## src/crbf_pkg.sv

```systemverilog
// package of constants, register map and encodings for the cpu register block
// Operation
// - seven 16-bit registers plus bus, interrupt registers
// - address holding register hidden from programs
// - accumulator is memory operand and io data
// - extension joins accumulator in double operations
// - temporary holds floating exponent or scratch
// - subroutine jump loads return link
// - post index added after indirect fetch
// - base added before indirect fetch
// - program counter sequences, branches, copies
// - other registers fully program controlled
// - register select may pick constant zero
// - six program accessible control flags
// - carry updated by listed add-type operations
// - dynamic overflow updated by listed operations
// - static overflow sticky until program clears
// - floating overflow sticky on divide by zero
// - one-bit accumulator for bit operations
// - shift link takes each discarded bit
// - flags set, tested singly, moved together
// - separate address arithmetic unit
// - 16-bit arithmetic on any register
// - double value: high accumulator, low extension
// - floating accumulator spans three registers
package crbf_pkg;
    localparam int WORD_W = 16;
    localparam int REG_NUM = 8;
    localparam int SEL_W = 3;
    // register select codes, zero code reads as zero
    localparam logic [2:0] SEL_ZERO = 3'h0;
    localparam logic [2:0] SEL_EXT = 3'h1;
    localparam logic [2:0] SEL_TMP = 3'h2;
    localparam logic [2:0] SEL_LINK = 3'h3;
    localparam logic [2:0] SEL_BASE = 3'h4;
    localparam logic [2:0] SEL_PIDX = 3'h5;
    localparam logic [2:0] SEL_ACC = 3'h6;
    localparam logic [2:0] SEL_PC = 3'h7;
    // flag word bit positions
    localparam int FL_CARRY = 0;
    localparam int FL_DOVF = 1;
    localparam int FL_SOVF = 2;
    localparam int FL_FOVF = 3;
    localparam int FL_ONEB = 4;
    localparam int FL_LINK = 5;
    localparam int FL_NUM = 6;
    // apb byte offsets
    localparam logic [7:0] OFS_ACC = 8'h00;
    localparam logic [7:0] OFS_EXT = 8'h04;
    localparam logic [7:0] OFS_TMP = 8'h08;
    localparam logic [7:0] OFS_LINK = 8'h0C;
    localparam logic [7:0] OFS_PIDX = 8'h10;
    localparam logic [7:0] OFS_BASE = 8'h14;
    localparam logic [7:0] OFS_PC = 8'h18;
    localparam logic [7:0] OFS_FLAGS = 8'h1C;
    localparam logic [7:0] OFS_ADDR = 8'h20;
    localparam logic [7:0] OFS_BUS0 = 8'h24;
    localparam logic [7:0] OFS_BUS3 = 8'h30;
    localparam logic [7:0] OFS_PRI0 = 8'h34;
    localparam logic [7:0] OFS_PRI1 = 8'h38;
    localparam logic [5:0] FLAGS_RST = 6'h00;
    // alu operation codes
    typedef enum logic [3:0] {
        OP_NONE = 4'h0, OP_ADD = 4'h1, OP_SUB = 4'h2, OP_REG_SUM = 4'h3,
        OP_REG_DIFF = 4'h4, OP_COPY = 4'h5, OP_IMM_ADD = 4'h6, OP_AND = 4'h7,
        OP_OR = 4'h8, OP_XOR = 4'h9, OP_PRODUCT = 4'hA, OP_SHIFT = 4'hB,
        OP_FLT = 4'hC, OP_FLT_DIV = 4'hD
    } crbf_op_t;
    // bit operation codes on a flag
    typedef enum logic [1:0] {
        BIT_SET = 2'h0, BIT_CLEAR = 2'h1, BIT_TEST = 2'h2, BIT_LOAD_K = 2'h3
    } crbf_bitop_t;
endpackage

```

## src/crbf_addr_if.sv

```systemverilog
// interface between register block and address arithmetic unit
`timescale 1ns/1ps
`default_nettype none
interface crbf_addr_if;
    import crbf_pkg::*;
    logic [WORD_W-1:0] disp;
    logic [WORD_W-1:0] baseVal;
    logic [WORD_W-1:0] pidxVal;
    logic [WORD_W-1:0] pcVal;
    logic [WORD_W-1:0] indWord;
    logic              useBase;
    logic              useIdx;
    logic              useRel;
    logic              indirect;
    logic [WORD_W-1:0] preAddr;
    logic [WORD_W-1:0] effAddr;
    modport regs (output disp, baseVal, pidxVal, pcVal, indWord, useBase, useIdx, useRel, indirect,
                  input preAddr, effAddr);
    modport unit (input disp, baseVal, pidxVal, pcVal, indWord, useBase, useIdx, useRel, indirect,
                  output preAddr, effAddr);
endinterface
`default_nettype wire

```

## src/crbf_addr_unit.sv

```systemverilog
// address arithmetic unit: pre and post indexing around indirect fetch
`timescale 1ns/1ps
`default_nettype none
module crbf_addr_unit
    import crbf_pkg::*;
(
    // operands and results
    crbf_addr_if.unit au
);
    logic [WORD_W-1:0] baseSum;
    // base and relative terms go in before the indirect fetch
    always_comb begin
        baseSum = au.disp;
        if (au.useRel) begin
            baseSum = WORD_W'(baseSum + au.pcVal);
        end
        if (au.useBase) begin
            baseSum = WORD_W'(baseSum + au.baseVal);
        end
        if (au.useIdx && !au.indirect) begin
            baseSum = WORD_W'(baseSum + au.pidxVal);
        end
    end
    assign au.preAddr = baseSum;
    // post index applied to the fetched pointer
    assign au.effAddr = au.indirect ? (au.useIdx ? WORD_W'(au.indWord + au.pidxVal) : au.indWord)
                                    : baseSum;
endmodule
`default_nettype wire

```

## src/crbf_register_block.sv

```systemverilog
// cpu register block with status flags, apb view and address unit
//
// Local design decisions: the address map and the APB interface to the registers.
`timescale 1ns/1ps
`default_nettype none
module crbf_register_block
    import crbf_pkg::*;
(
    // clock and reset
    input  wire logic              clock,
    input  wire logic              rstn,
    // apb slave
    input  wire logic              psel,
    input  wire logic              penable,
    input  wire logic              pwrite,
    input  wire logic [7:0]        paddr,
    input  wire logic [31:0]       pwdata,
    output logic [31:0]            prdata,
    output logic                   pready,
    output logic                   pslverr,
    // register transfer from control unit
    input  wire logic              regWrite,
    input  wire logic [SEL_W-1:0]  dstSel,
    input  wire logic [SEL_W-1:0]  srcSel,
    input  wire logic [SEL_W-1:0]  src2Sel,
    output logic [WORD_W-1:0]      srcData,
    // arithmetic request
    input  wire logic              aluGo,
    input  wire crbf_op_t          aluOp,
    input  wire logic [WORD_W-1:0] memData,
    input  wire logic              useMem,
    input  wire logic              useCarryIn,
    // shift request on accumulator, optionally joined with extension
    input  wire logic              shiftGo,
    input  wire logic              shiftDouble,
    input  wire logic              shiftLeft,
    // double length and floating loads
    input  wire logic              dblLoad,
    input  wire logic [31:0]       dblData,
    input  wire logic              fltLoad,
    input  wire logic [47:0]       fltData,
    input  wire logic              fltCarry,
    output logic [31:0]            dblView,
    output logic [47:0]            fltView,
    // io transfer through accumulator
    input  wire logic              ioLoad,
    input  wire logic [WORD_W-1:0] ioIn,
    // sequencing
    input  wire logic              pcStep,
    input  wire logic              branch,
    input  wire logic [WORD_W-1:0] branchTarget,
    input  wire logic              subJump,
    // flag operations
    input  wire logic              bitGo,
    input  wire crbf_bitop_t       bitOp,
    input  wire logic [2:0]        bitSel,
    output logic                   bitResult,
    input  wire logic              flagsToAcc,
    input  wire logic              accToFlags,
    output logic [FL_NUM-1:0]      flags,
    output logic                   floatIrq,
    // address computation
    input  wire logic              addrGo,
    input  wire logic [WORD_W-1:0] disp,
    input  wire logic              useBase,
    input  wire logic              useIdx,
    input  wire logic              useRel,
    input  wire logic              indirect,
    input  wire logic [WORD_W-1:0] indWord,
    output logic [WORD_W-1:0]      preAddr,
    output logic [WORD_W-1:0]      memAddr
);
    logic [WORD_W-1:0] gpr_r [REG_NUM];   // index 0 unused: zero code
    logic [WORD_W-1:0] addrHold_r;
    logic [WORD_W-1:0] busReg_r [4];
    logic [WORD_W-1:0] priReg_r [2];
    logic [FL_NUM-1:0] flags_r;
    logic [WORD_W-1:0] aluRes;
    logic              aluCarry;
    logic              aluOvf;
    logic              shOut;
    logic [31:0]       shRes;
    logic [WORD_W-1:0] opA;
    logic [WORD_W-1:0] opB;
    logic              apbWr;
    logic [2:0]        apbIdx;
    logic              apbGpr;
    crbf_addr_if       au ();

    // zero code reads as zero, never the array slot
    function automatic logic [WORD_W-1:0] rdSel(input logic [SEL_W-1:0] s);
        return (s == SEL_ZERO) ? '0 : gpr_r[s];
    endfunction

    // apb decode of general register offsets
    function automatic logic isGpr(input logic [7:0] a);
        return a <= OFS_PC && a[1:0] == 2'h0;
    endfunction

    // map apb offset to select code
    always_comb begin
        apbIdx = SEL_ZERO;
        unique case (paddr)
            OFS_ACC:  apbIdx = SEL_ACC;
            OFS_EXT:  apbIdx = SEL_EXT;
            OFS_TMP:  apbIdx = SEL_TMP;
            OFS_LINK: apbIdx = SEL_LINK;
            OFS_PIDX: apbIdx = SEL_PIDX;
            OFS_BASE: apbIdx = SEL_BASE;
            OFS_PC:   apbIdx = SEL_PC;
            default:  apbIdx = SEL_ZERO;
        endcase
    end
    assign apbGpr = isGpr(paddr);
    assign apbWr = psel && penable && pwrite;

    // operands for the 16-bit unit, any register usable
    assign opA = rdSel(src2Sel);
    assign opB = useMem ? memData : rdSel(srcSel);
    assign srcData = rdSel(srcSel);

    // 16-bit arithmetic and logic with carry and overflow
    always_comb begin
        logic [WORD_W:0] sum;
        sum = '0;
        aluRes = '0;
        aluCarry = 1'b0;
        aluOvf = 1'b0;
        unique case (aluOp)
            OP_ADD, OP_REG_SUM, OP_IMM_ADD, OP_COPY: begin
                sum = (WORD_W+1)'({1'b0, opA}) + (WORD_W+1)'({1'b0, opB})
                    + (WORD_W+1)'(useCarryIn & flags_r[FL_CARRY]);
                aluRes = sum[WORD_W-1:0];
                aluCarry = sum[WORD_W];
                aluOvf = (opA[WORD_W-1] == opB[WORD_W-1]) && (aluRes[WORD_W-1] != opA[WORD_W-1]);
            end
            OP_SUB, OP_REG_DIFF: begin
                sum = (WORD_W+1)'({1'b0, opA}) + (WORD_W+1)'({1'b0, ~opB}) + (WORD_W+1)'(1);
                aluRes = sum[WORD_W-1:0];
                aluCarry = sum[WORD_W];
                aluOvf = (opA[WORD_W-1] != opB[WORD_W-1]) && (aluRes[WORD_W-1] != opA[WORD_W-1]);
            end
            OP_AND: aluRes = opA & opB;
            OP_OR:  aluRes = opA | opB;
            OP_XOR: aluRes = opA ^ opB;
            OP_PRODUCT: begin
                aluRes = WORD_W'($signed(opA) * $signed(opB));
                aluOvf = ($signed(opA) * $signed(opB)) != 32'($signed(aluRes));
            end
            default: aluRes = opA;
        endcase
    end

    // one shift step; double form joins accumulator high, extension low
    always_comb begin
        logic [31:0] w;
        w = shiftDouble ? {gpr_r[SEL_ACC], gpr_r[SEL_EXT]} : {gpr_r[SEL_ACC], 16'h0000};
        if (shiftLeft) begin
            shOut = w[31];
            shRes = {w[30:0], 1'b0};
        end else begin
            shOut = shiftDouble ? w[0] : w[16];
            shRes = shiftDouble ? {1'b0, w[31:1]} : {1'b0, w[31:17], 16'h0000};
        end
    end

    // general registers; no reset, contents undefined until loaded
    always_ff @(posedge clock) begin
        if (apbWr && apbGpr && apbIdx != SEL_ZERO) begin
            gpr_r[apbIdx] <= pwdata[WORD_W-1:0];
        end else if (dblLoad) begin
            gpr_r[SEL_ACC] <= dblData[31:16];
            gpr_r[SEL_EXT] <= dblData[15:0];
        end else if (fltLoad) begin
            gpr_r[SEL_TMP] <= fltData[47:32];
            gpr_r[SEL_ACC] <= fltData[31:16];
            gpr_r[SEL_EXT] <= fltData[15:0];
        end else if (shiftGo) begin
            gpr_r[SEL_ACC] <= shRes[31:16];
            if (shiftDouble) begin
                gpr_r[SEL_EXT] <= shRes[15:0];
            end
        end else if (ioLoad) begin
            gpr_r[SEL_ACC] <= ioIn;
        end else if (flagsToAcc) begin
            gpr_r[SEL_ACC] <= {{(WORD_W-FL_NUM){1'b0}}, flags_r};
        end else if (aluGo && dstSel != SEL_ZERO) begin
            gpr_r[dstSel] <= aluRes;
        end else if (regWrite && dstSel != SEL_ZERO) begin
            gpr_r[dstSel] <= rdSel(srcSel);
        end
        // sequencing on the counter; a subroutine jump keeps the return point
        if (subJump) begin
            gpr_r[SEL_LINK] <= WORD_W'(gpr_r[SEL_PC] + 16'h0001);
            gpr_r[SEL_PC] <= branchTarget;
        end else if (branch) begin
            gpr_r[SEL_PC] <= branchTarget;
        end else if (pcStep) begin
            gpr_r[SEL_PC] <= WORD_W'(gpr_r[SEL_PC] + 16'h0001);
        end
    end

    // hidden address holding register, written only by address unit
    always_ff @(posedge clock or negedge rstn) begin
        if (!rstn) begin
            addrHold_r <= '0;
        end else if (addrGo) begin
            addrHold_r <= au.effAddr;
        end
    end

    // memory bus and priority registers, storage only here
    always_ff @(posedge clock or negedge rstn) begin
        if (!rstn) begin
            busReg_r <= '{default: '0};
            priReg_r <= '{default: '0};
        end else if (apbWr) begin
            if (paddr >= OFS_BUS0 && paddr <= OFS_BUS3 && paddr[1:0] == 2'h0) begin
                busReg_r[2'(WORD_W'(paddr - OFS_BUS0) >> 2)] <= pwdata[WORD_W-1:0];
            end
            if (paddr == OFS_PRI0) begin
                priReg_r[0] <= pwdata[WORD_W-1:0];
            end
            if (paddr == OFS_PRI1) begin
                priReg_r[1] <= pwdata[WORD_W-1:0];
            end
        end
    end

    // flags: program moves first, then hardware updates override
    always_ff @(posedge clock or negedge rstn) begin
        if (!rstn) begin
            flags_r <= FLAGS_RST;
        end else begin
            logic [FL_NUM-1:0] f;
            f = flags_r;
            if (apbWr && paddr == OFS_FLAGS) begin
                f = pwdata[FL_NUM-1:0];
            end
            if (accToFlags) begin
                f = gpr_r[SEL_ACC][FL_NUM-1:0];
            end
            if (bitGo) begin
                unique case (bitOp)
                    BIT_SET:    f[bitSel] = 1'b1;
                    BIT_CLEAR:  f[bitSel] = 1'b0;
                    BIT_TEST:   f[FL_ONEB] = flags_r[bitSel];
                    BIT_LOAD_K: f[bitSel] = flags_r[FL_ONEB];
                endcase
            end
            if (aluGo) begin
                unique case (aluOp)
                    OP_ADD, OP_SUB, OP_REG_SUM, OP_REG_DIFF, OP_COPY, OP_IMM_ADD: begin
                        f[FL_CARRY] = aluCarry;
                        f[FL_DOVF] = aluOvf;
                        f[FL_SOVF] = f[FL_SOVF] | aluOvf;
                    end
                    OP_PRODUCT: begin
                        f[FL_DOVF] = aluOvf;
                        f[FL_SOVF] = f[FL_SOVF] | aluOvf;
                    end
                    OP_FLT: f[FL_CARRY] = fltCarry;
                    OP_FLT_DIV: begin
                        f[FL_CARRY] = fltCarry;
                        f[FL_FOVF] = f[FL_FOVF] | (opB == '0);
                    end
                    default: f = f;
                endcase
            end
            if (shiftGo) begin
                f[FL_LINK] = shOut;
            end
            flags_r <= f;
        end
    end
    assign flags = flags_r;
    assign floatIrq = flags_r[FL_FOVF];
    assign bitResult = flags_r[FL_ONEB];
    assign dblView = {gpr_r[SEL_ACC], gpr_r[SEL_EXT]};
    assign fltView = {gpr_r[SEL_TMP], gpr_r[SEL_ACC], gpr_r[SEL_EXT]};

    // address unit hookup
    assign au.disp = disp;
    assign au.baseVal = gpr_r[SEL_BASE];
    assign au.pidxVal = gpr_r[SEL_PIDX];
    assign au.pcVal = gpr_r[SEL_PC];
    assign au.indWord = indWord;
    assign au.useBase = useBase;
    assign au.useIdx = useIdx;
    assign au.useRel = useRel;
    assign au.indirect = indirect;
    assign preAddr = au.preAddr;
    assign memAddr = addrHold_r;
    crbf_addr_unit u_addr (
        .au (au)
    );

    // apb read path, zero wait states; unmapped reads zero with error
    always_comb begin
        prdata = 32'h0000_0000;
        pslverr = 1'b0;
        if (apbGpr) begin
            prdata = {16'h0000, rdSel(apbIdx)};
        end else if (paddr == OFS_FLAGS) begin
            prdata = {26'h0, flags_r};
        end else if (paddr == OFS_ADDR) begin
            pslverr = psel && penable && pwrite;
            prdata = 32'h0000_0000;
        end else if (paddr >= OFS_BUS0 && paddr <= OFS_BUS3 && paddr[1:0] == 2'h0) begin
            prdata = {16'h0000, busReg_r[2'(WORD_W'(paddr - OFS_BUS0) >> 2)]};
        end else if (paddr == OFS_PRI0) begin
            prdata = {16'h0000, priReg_r[0]};
        end else if (paddr == OFS_PRI1) begin
            prdata = {16'h0000, priReg_r[1]};
        end else begin
            pslverr = psel && penable;
        end
    end
    assign pready = 1'b1;
endmodule
`default_nettype wire

```

## config.mk

```make
export PLATFORM = sky130hd
export DESIGN_NAME = crbf_register_block
export DESIGN_NICKNAME = d
export VERILOG_FILES = /design/src/crbf_pkg.sv /design/src/crbf_addr_if.sv /design/src/crbf_addr_unit.sv /design/src/crbf_register_block.sv
export SDC_FILE = /design/constraint.sdc
export NUM_CORES = 2
export LEC_CHECK = 0
export BUFFER_PORTS_ARGS = -buffer_cell sky130_fd_sc_hd__buf_4
export CAP_MARGIN = 15
export CORE_MARGIN = 1.5
export CORE_UTILIZATION = 45
export CTS_BUF_LIST = sky130_fd_sc_hd__clkbuf_4
export DETAILED_ROUTE_END_ITERATION = 10
export SYNTH_ARGS = -nofsm -noshare
export SYNTH_HDL_FRONTEND = slang
export SYNTH_SLANG_ARGS = --single-unit
export TNS_END_PERCENT = 100
```

## constraint.sdc

```tcl
create_clock -name clock -period 9.9 [get_ports clock]
set_input_delay 1.98 -clock clock [delete_from_list [all_inputs] [get_ports clock]]
set_output_delay 1.98 -clock clock [all_outputs]
set_load 0.005 [all_outputs]
```

==> impl_metrics.toml <==
[yosys]
ys_seq_elements = 230
yosysUniqueCellTypes = 98
synth_top_flop_cell = "dfrtp_1"
yosysTopAreaCell = "fa_1"
yosys-top-cells-count = "nand2_1, inv_1, nor2_1"
async_reset_ff_frac = 0.5130
yosys_warnings = 0
yosysMostFrequentCell = "nand2_1"
synth-edff-count = 112
ys_top_cells_by_area = "fa_1, edfxtp_1, dfrtp_1"
syn_area_per_cell_um2 = 8.726
synth_cells = 3606
synth_top_cell_area_share = 0.1718
yosysSeqAreaShare = 0.2007
syn_area_um2 = 31470

[global_routing]
grt_max_degree = 62
overflow = 0
first_global_vias = 28660
grt_pass1_wl_um = 183700
antenna_found_initial = 9
gr-usage-all-layers = 0.3479

[cells_and_area]
drive_gt1_frac = 0.2297
final_nets = 4749
area_delta_synth_final_pct = 17.63
design_area_um2 = 37010

[sta]
clock.fmax_ghz = 0.1066
skew_ns = 0.06282
slew_viol_final = 0
final.setup.worst_slack_ns = 0.5180
relSlewSlack = 0.1332
hold_ws_ns = 0.4939
rsz0062_at_grt = "no"
worst_slew_pin_slew_ns = 1.291
hold_viol = 0
fin_crit_sh = 0.9477
finalSetupViolations = 0
fin_crit_ns = 9.382

[cts]
ctsHoldBuffers = 0
clk_pin_slew_ns = 0.08
cts_tree = "yes"
cts.sinks = 230
cts-root-buf = "clkbuf_4"
cts_resized = 0
cts_setup_buffers = 0
cts_buffers = 66
clk_latency_ns = 0.80
htree_levels = 3
cts_max_path_buffers = 3

[outcome]
status = "completed"

[routing]
postRouteAntennaNets = 0
drt_iter0_drc = 3568
avgViaCountPerCell = 6.025
route.vias.total = 30250
wl_um = 124800
first_pass_iters = 6
wl_per_cell_um = 24.86
drc_errors = 0

[pwr]
p_per_area_nw_per_um2 = 366.7
pwr-share-seq = 0.089
p_leak_uw = 0.01665
clockPowerShare = 0.067
switchingPower_uw = 7050
ir_drop_mv = 0.9599
combPwrFrac = 0.843
p_sw_frac = 0.5195
intPower_uw = 6520

[worst_setup_path]
worstSetupStartpointType = "primary input"
critical_path_class = "in2out"
crit_slowest_cell = "fa_1"
required_ns = 7.92
critPathMaxStageDelay_ns = 0.42
crit_path_end_kind = "output port"
critPathMaxFanout = 4
crit_arrival_ns = 7.40

[placed_design]
hpwl_um = 99760
dpl-instance-area_um2 = 36170
place_congestion = 0.9963
port_buffers = 381
place_ws_ns = -0.1217

[floorplan]
start_util = 0.4564
die_h_um = 267.4
core_um2 = 68950
die_area_um2 = 71520
die_w_um = 267.4
ios = 415
rows = 96

[run]
maxCapViolCount = 0

[worst_hold_path]
hold_class = "reg2reg"
layout make-up:
cell class,instances,area (um2)
Inverter,380,1426
Tap cell,931,1165
Clock buffer,99,743.2
Antenna cell,5,12.51
Timing Repair Buffer,592,4561
Multi-Input combinational cell,2768,22720
Clock inverter,15,70.07
Sequential cell,230,6316
Fill cell,6637,31930
power groups by stage:
stage	registers [uW]	logic, uW	clock network [uW]
2_1_floorplan	1150	7530	0
4_1_cts	1200	11400	924
3_3_place_gp	1220	11300	0
3_5_place_dp	1220	11300	0
6_report	1210	11400	916
5_1_grt	1210	12900	976
metrics by stage:
stage / std cells / utilization / total power (uW) / setup TNS [ns]
after CTS: 5013 / 0.5364 / 13510 / 0
after detailed placement: 4899 / 0.5246 / 12520 / -0.2305
after floorplan: 3621 / - / 8680 / 0
after global placement: 4899 / 0.5246 / 12480 / -0.1610
after global routing: 5017 / 0.5367 / 15130 / 0
final: 5020 / 0.5368 / 13570 / 0
state kept, by name, summed over array words and instances (netlist names):
signal,flops
flags,6
gpr_r,112
priReg_r,32
memAddr,16
busReg_r,64
worst paths after layout:
check                                        startpoint                       end  slack, ns  cells after the start
worst max register to register    gpr_r[6][1]$_DFFE_PP_        flags[2]$_DFF_PN0_       1.34                     29
worst max-delay path                            disp[0]               preAddr[15]       0.52                     27
worst min-delay path            memAddr[14]$_DFFE_PN0P_   memAddr[14]$_DFFE_PN0P_       0.49                      1
worst min register to register  memAddr[14]$_DFFE_PN0P_   memAddr[14]$_DFFE_PN0P_       0.49                      1
min in group asynchronous                          rstn   memAddr[12]$_DFFE_PN0P_       1.30                      1
max in group asynchronous                          rstn  priReg_r[24]$_DFFE_PN0P_       7.22                      2
cell usage in the layout, fill, tap and decap left out, types with 112 or more instances in the layout:
cell type / n
nor2_1: 298
ha_1: 196
mux2_2: 136
a21oi_1: 190
inv_1: 370
dfrtp_1: 118
edfxtp_1: 112
buf_4: 582
nand2_1: 468
fa_1: 270
cell families (layout without fill, tap and decap cells):
| kind of cell | after synthesis | count (layout) | share of synthesized area |
|---|---|---|---|
| AND/OR/NAND/NOR | 1061 | 1061 | 0.1489 |
| AO/OA/AOI/OAI | 863 | 863 | 0.1822 |
| buffers and inverters | 623 | 1086 | 0.08148 |
| adder cells (fa/ha/maj) | 466 | 466 | 0.2497 |
| multiplexers | 277 | 277 | 0.1134 |
| flip-flops | 230 | 230 | 0.2007 |
| XOR/XNOR | 84 | 84 | 0.02338 |
| other | 2 | 22 | 0.0002387 |
worst max-delay path, delay by kind of cell:
kind / cells / cell delay (ns)
and+or+nand+nor: 5 / 0.97
buffers and inverters: 3 / 0.31
AOI/OAI and AO/OA: 12 / 2.35
xor gates and xnor gates: 3 / 0.61
adders and majority gates: 4 / 1.18
per-layer routing:
| layer | routed length (um) | vias up | global-route usage | part of all wire |
|---|---|---|---|---|
| met2 | 54740 | 1638 | 0.5292 | 0.44 |
| met3 | 13470 | 248 | 0.07788 | 0.11 |
| met5 | 22 | - | 0 | 0.00018 |
| met4 | 4291 | 4 | 0.1107 | 0.034 |
| li1 | - | 13510 | - | - |
| met1 | 52280 | 14840 | 0.4905 | 0.42 |
Power figures use the tool's default switching activity.
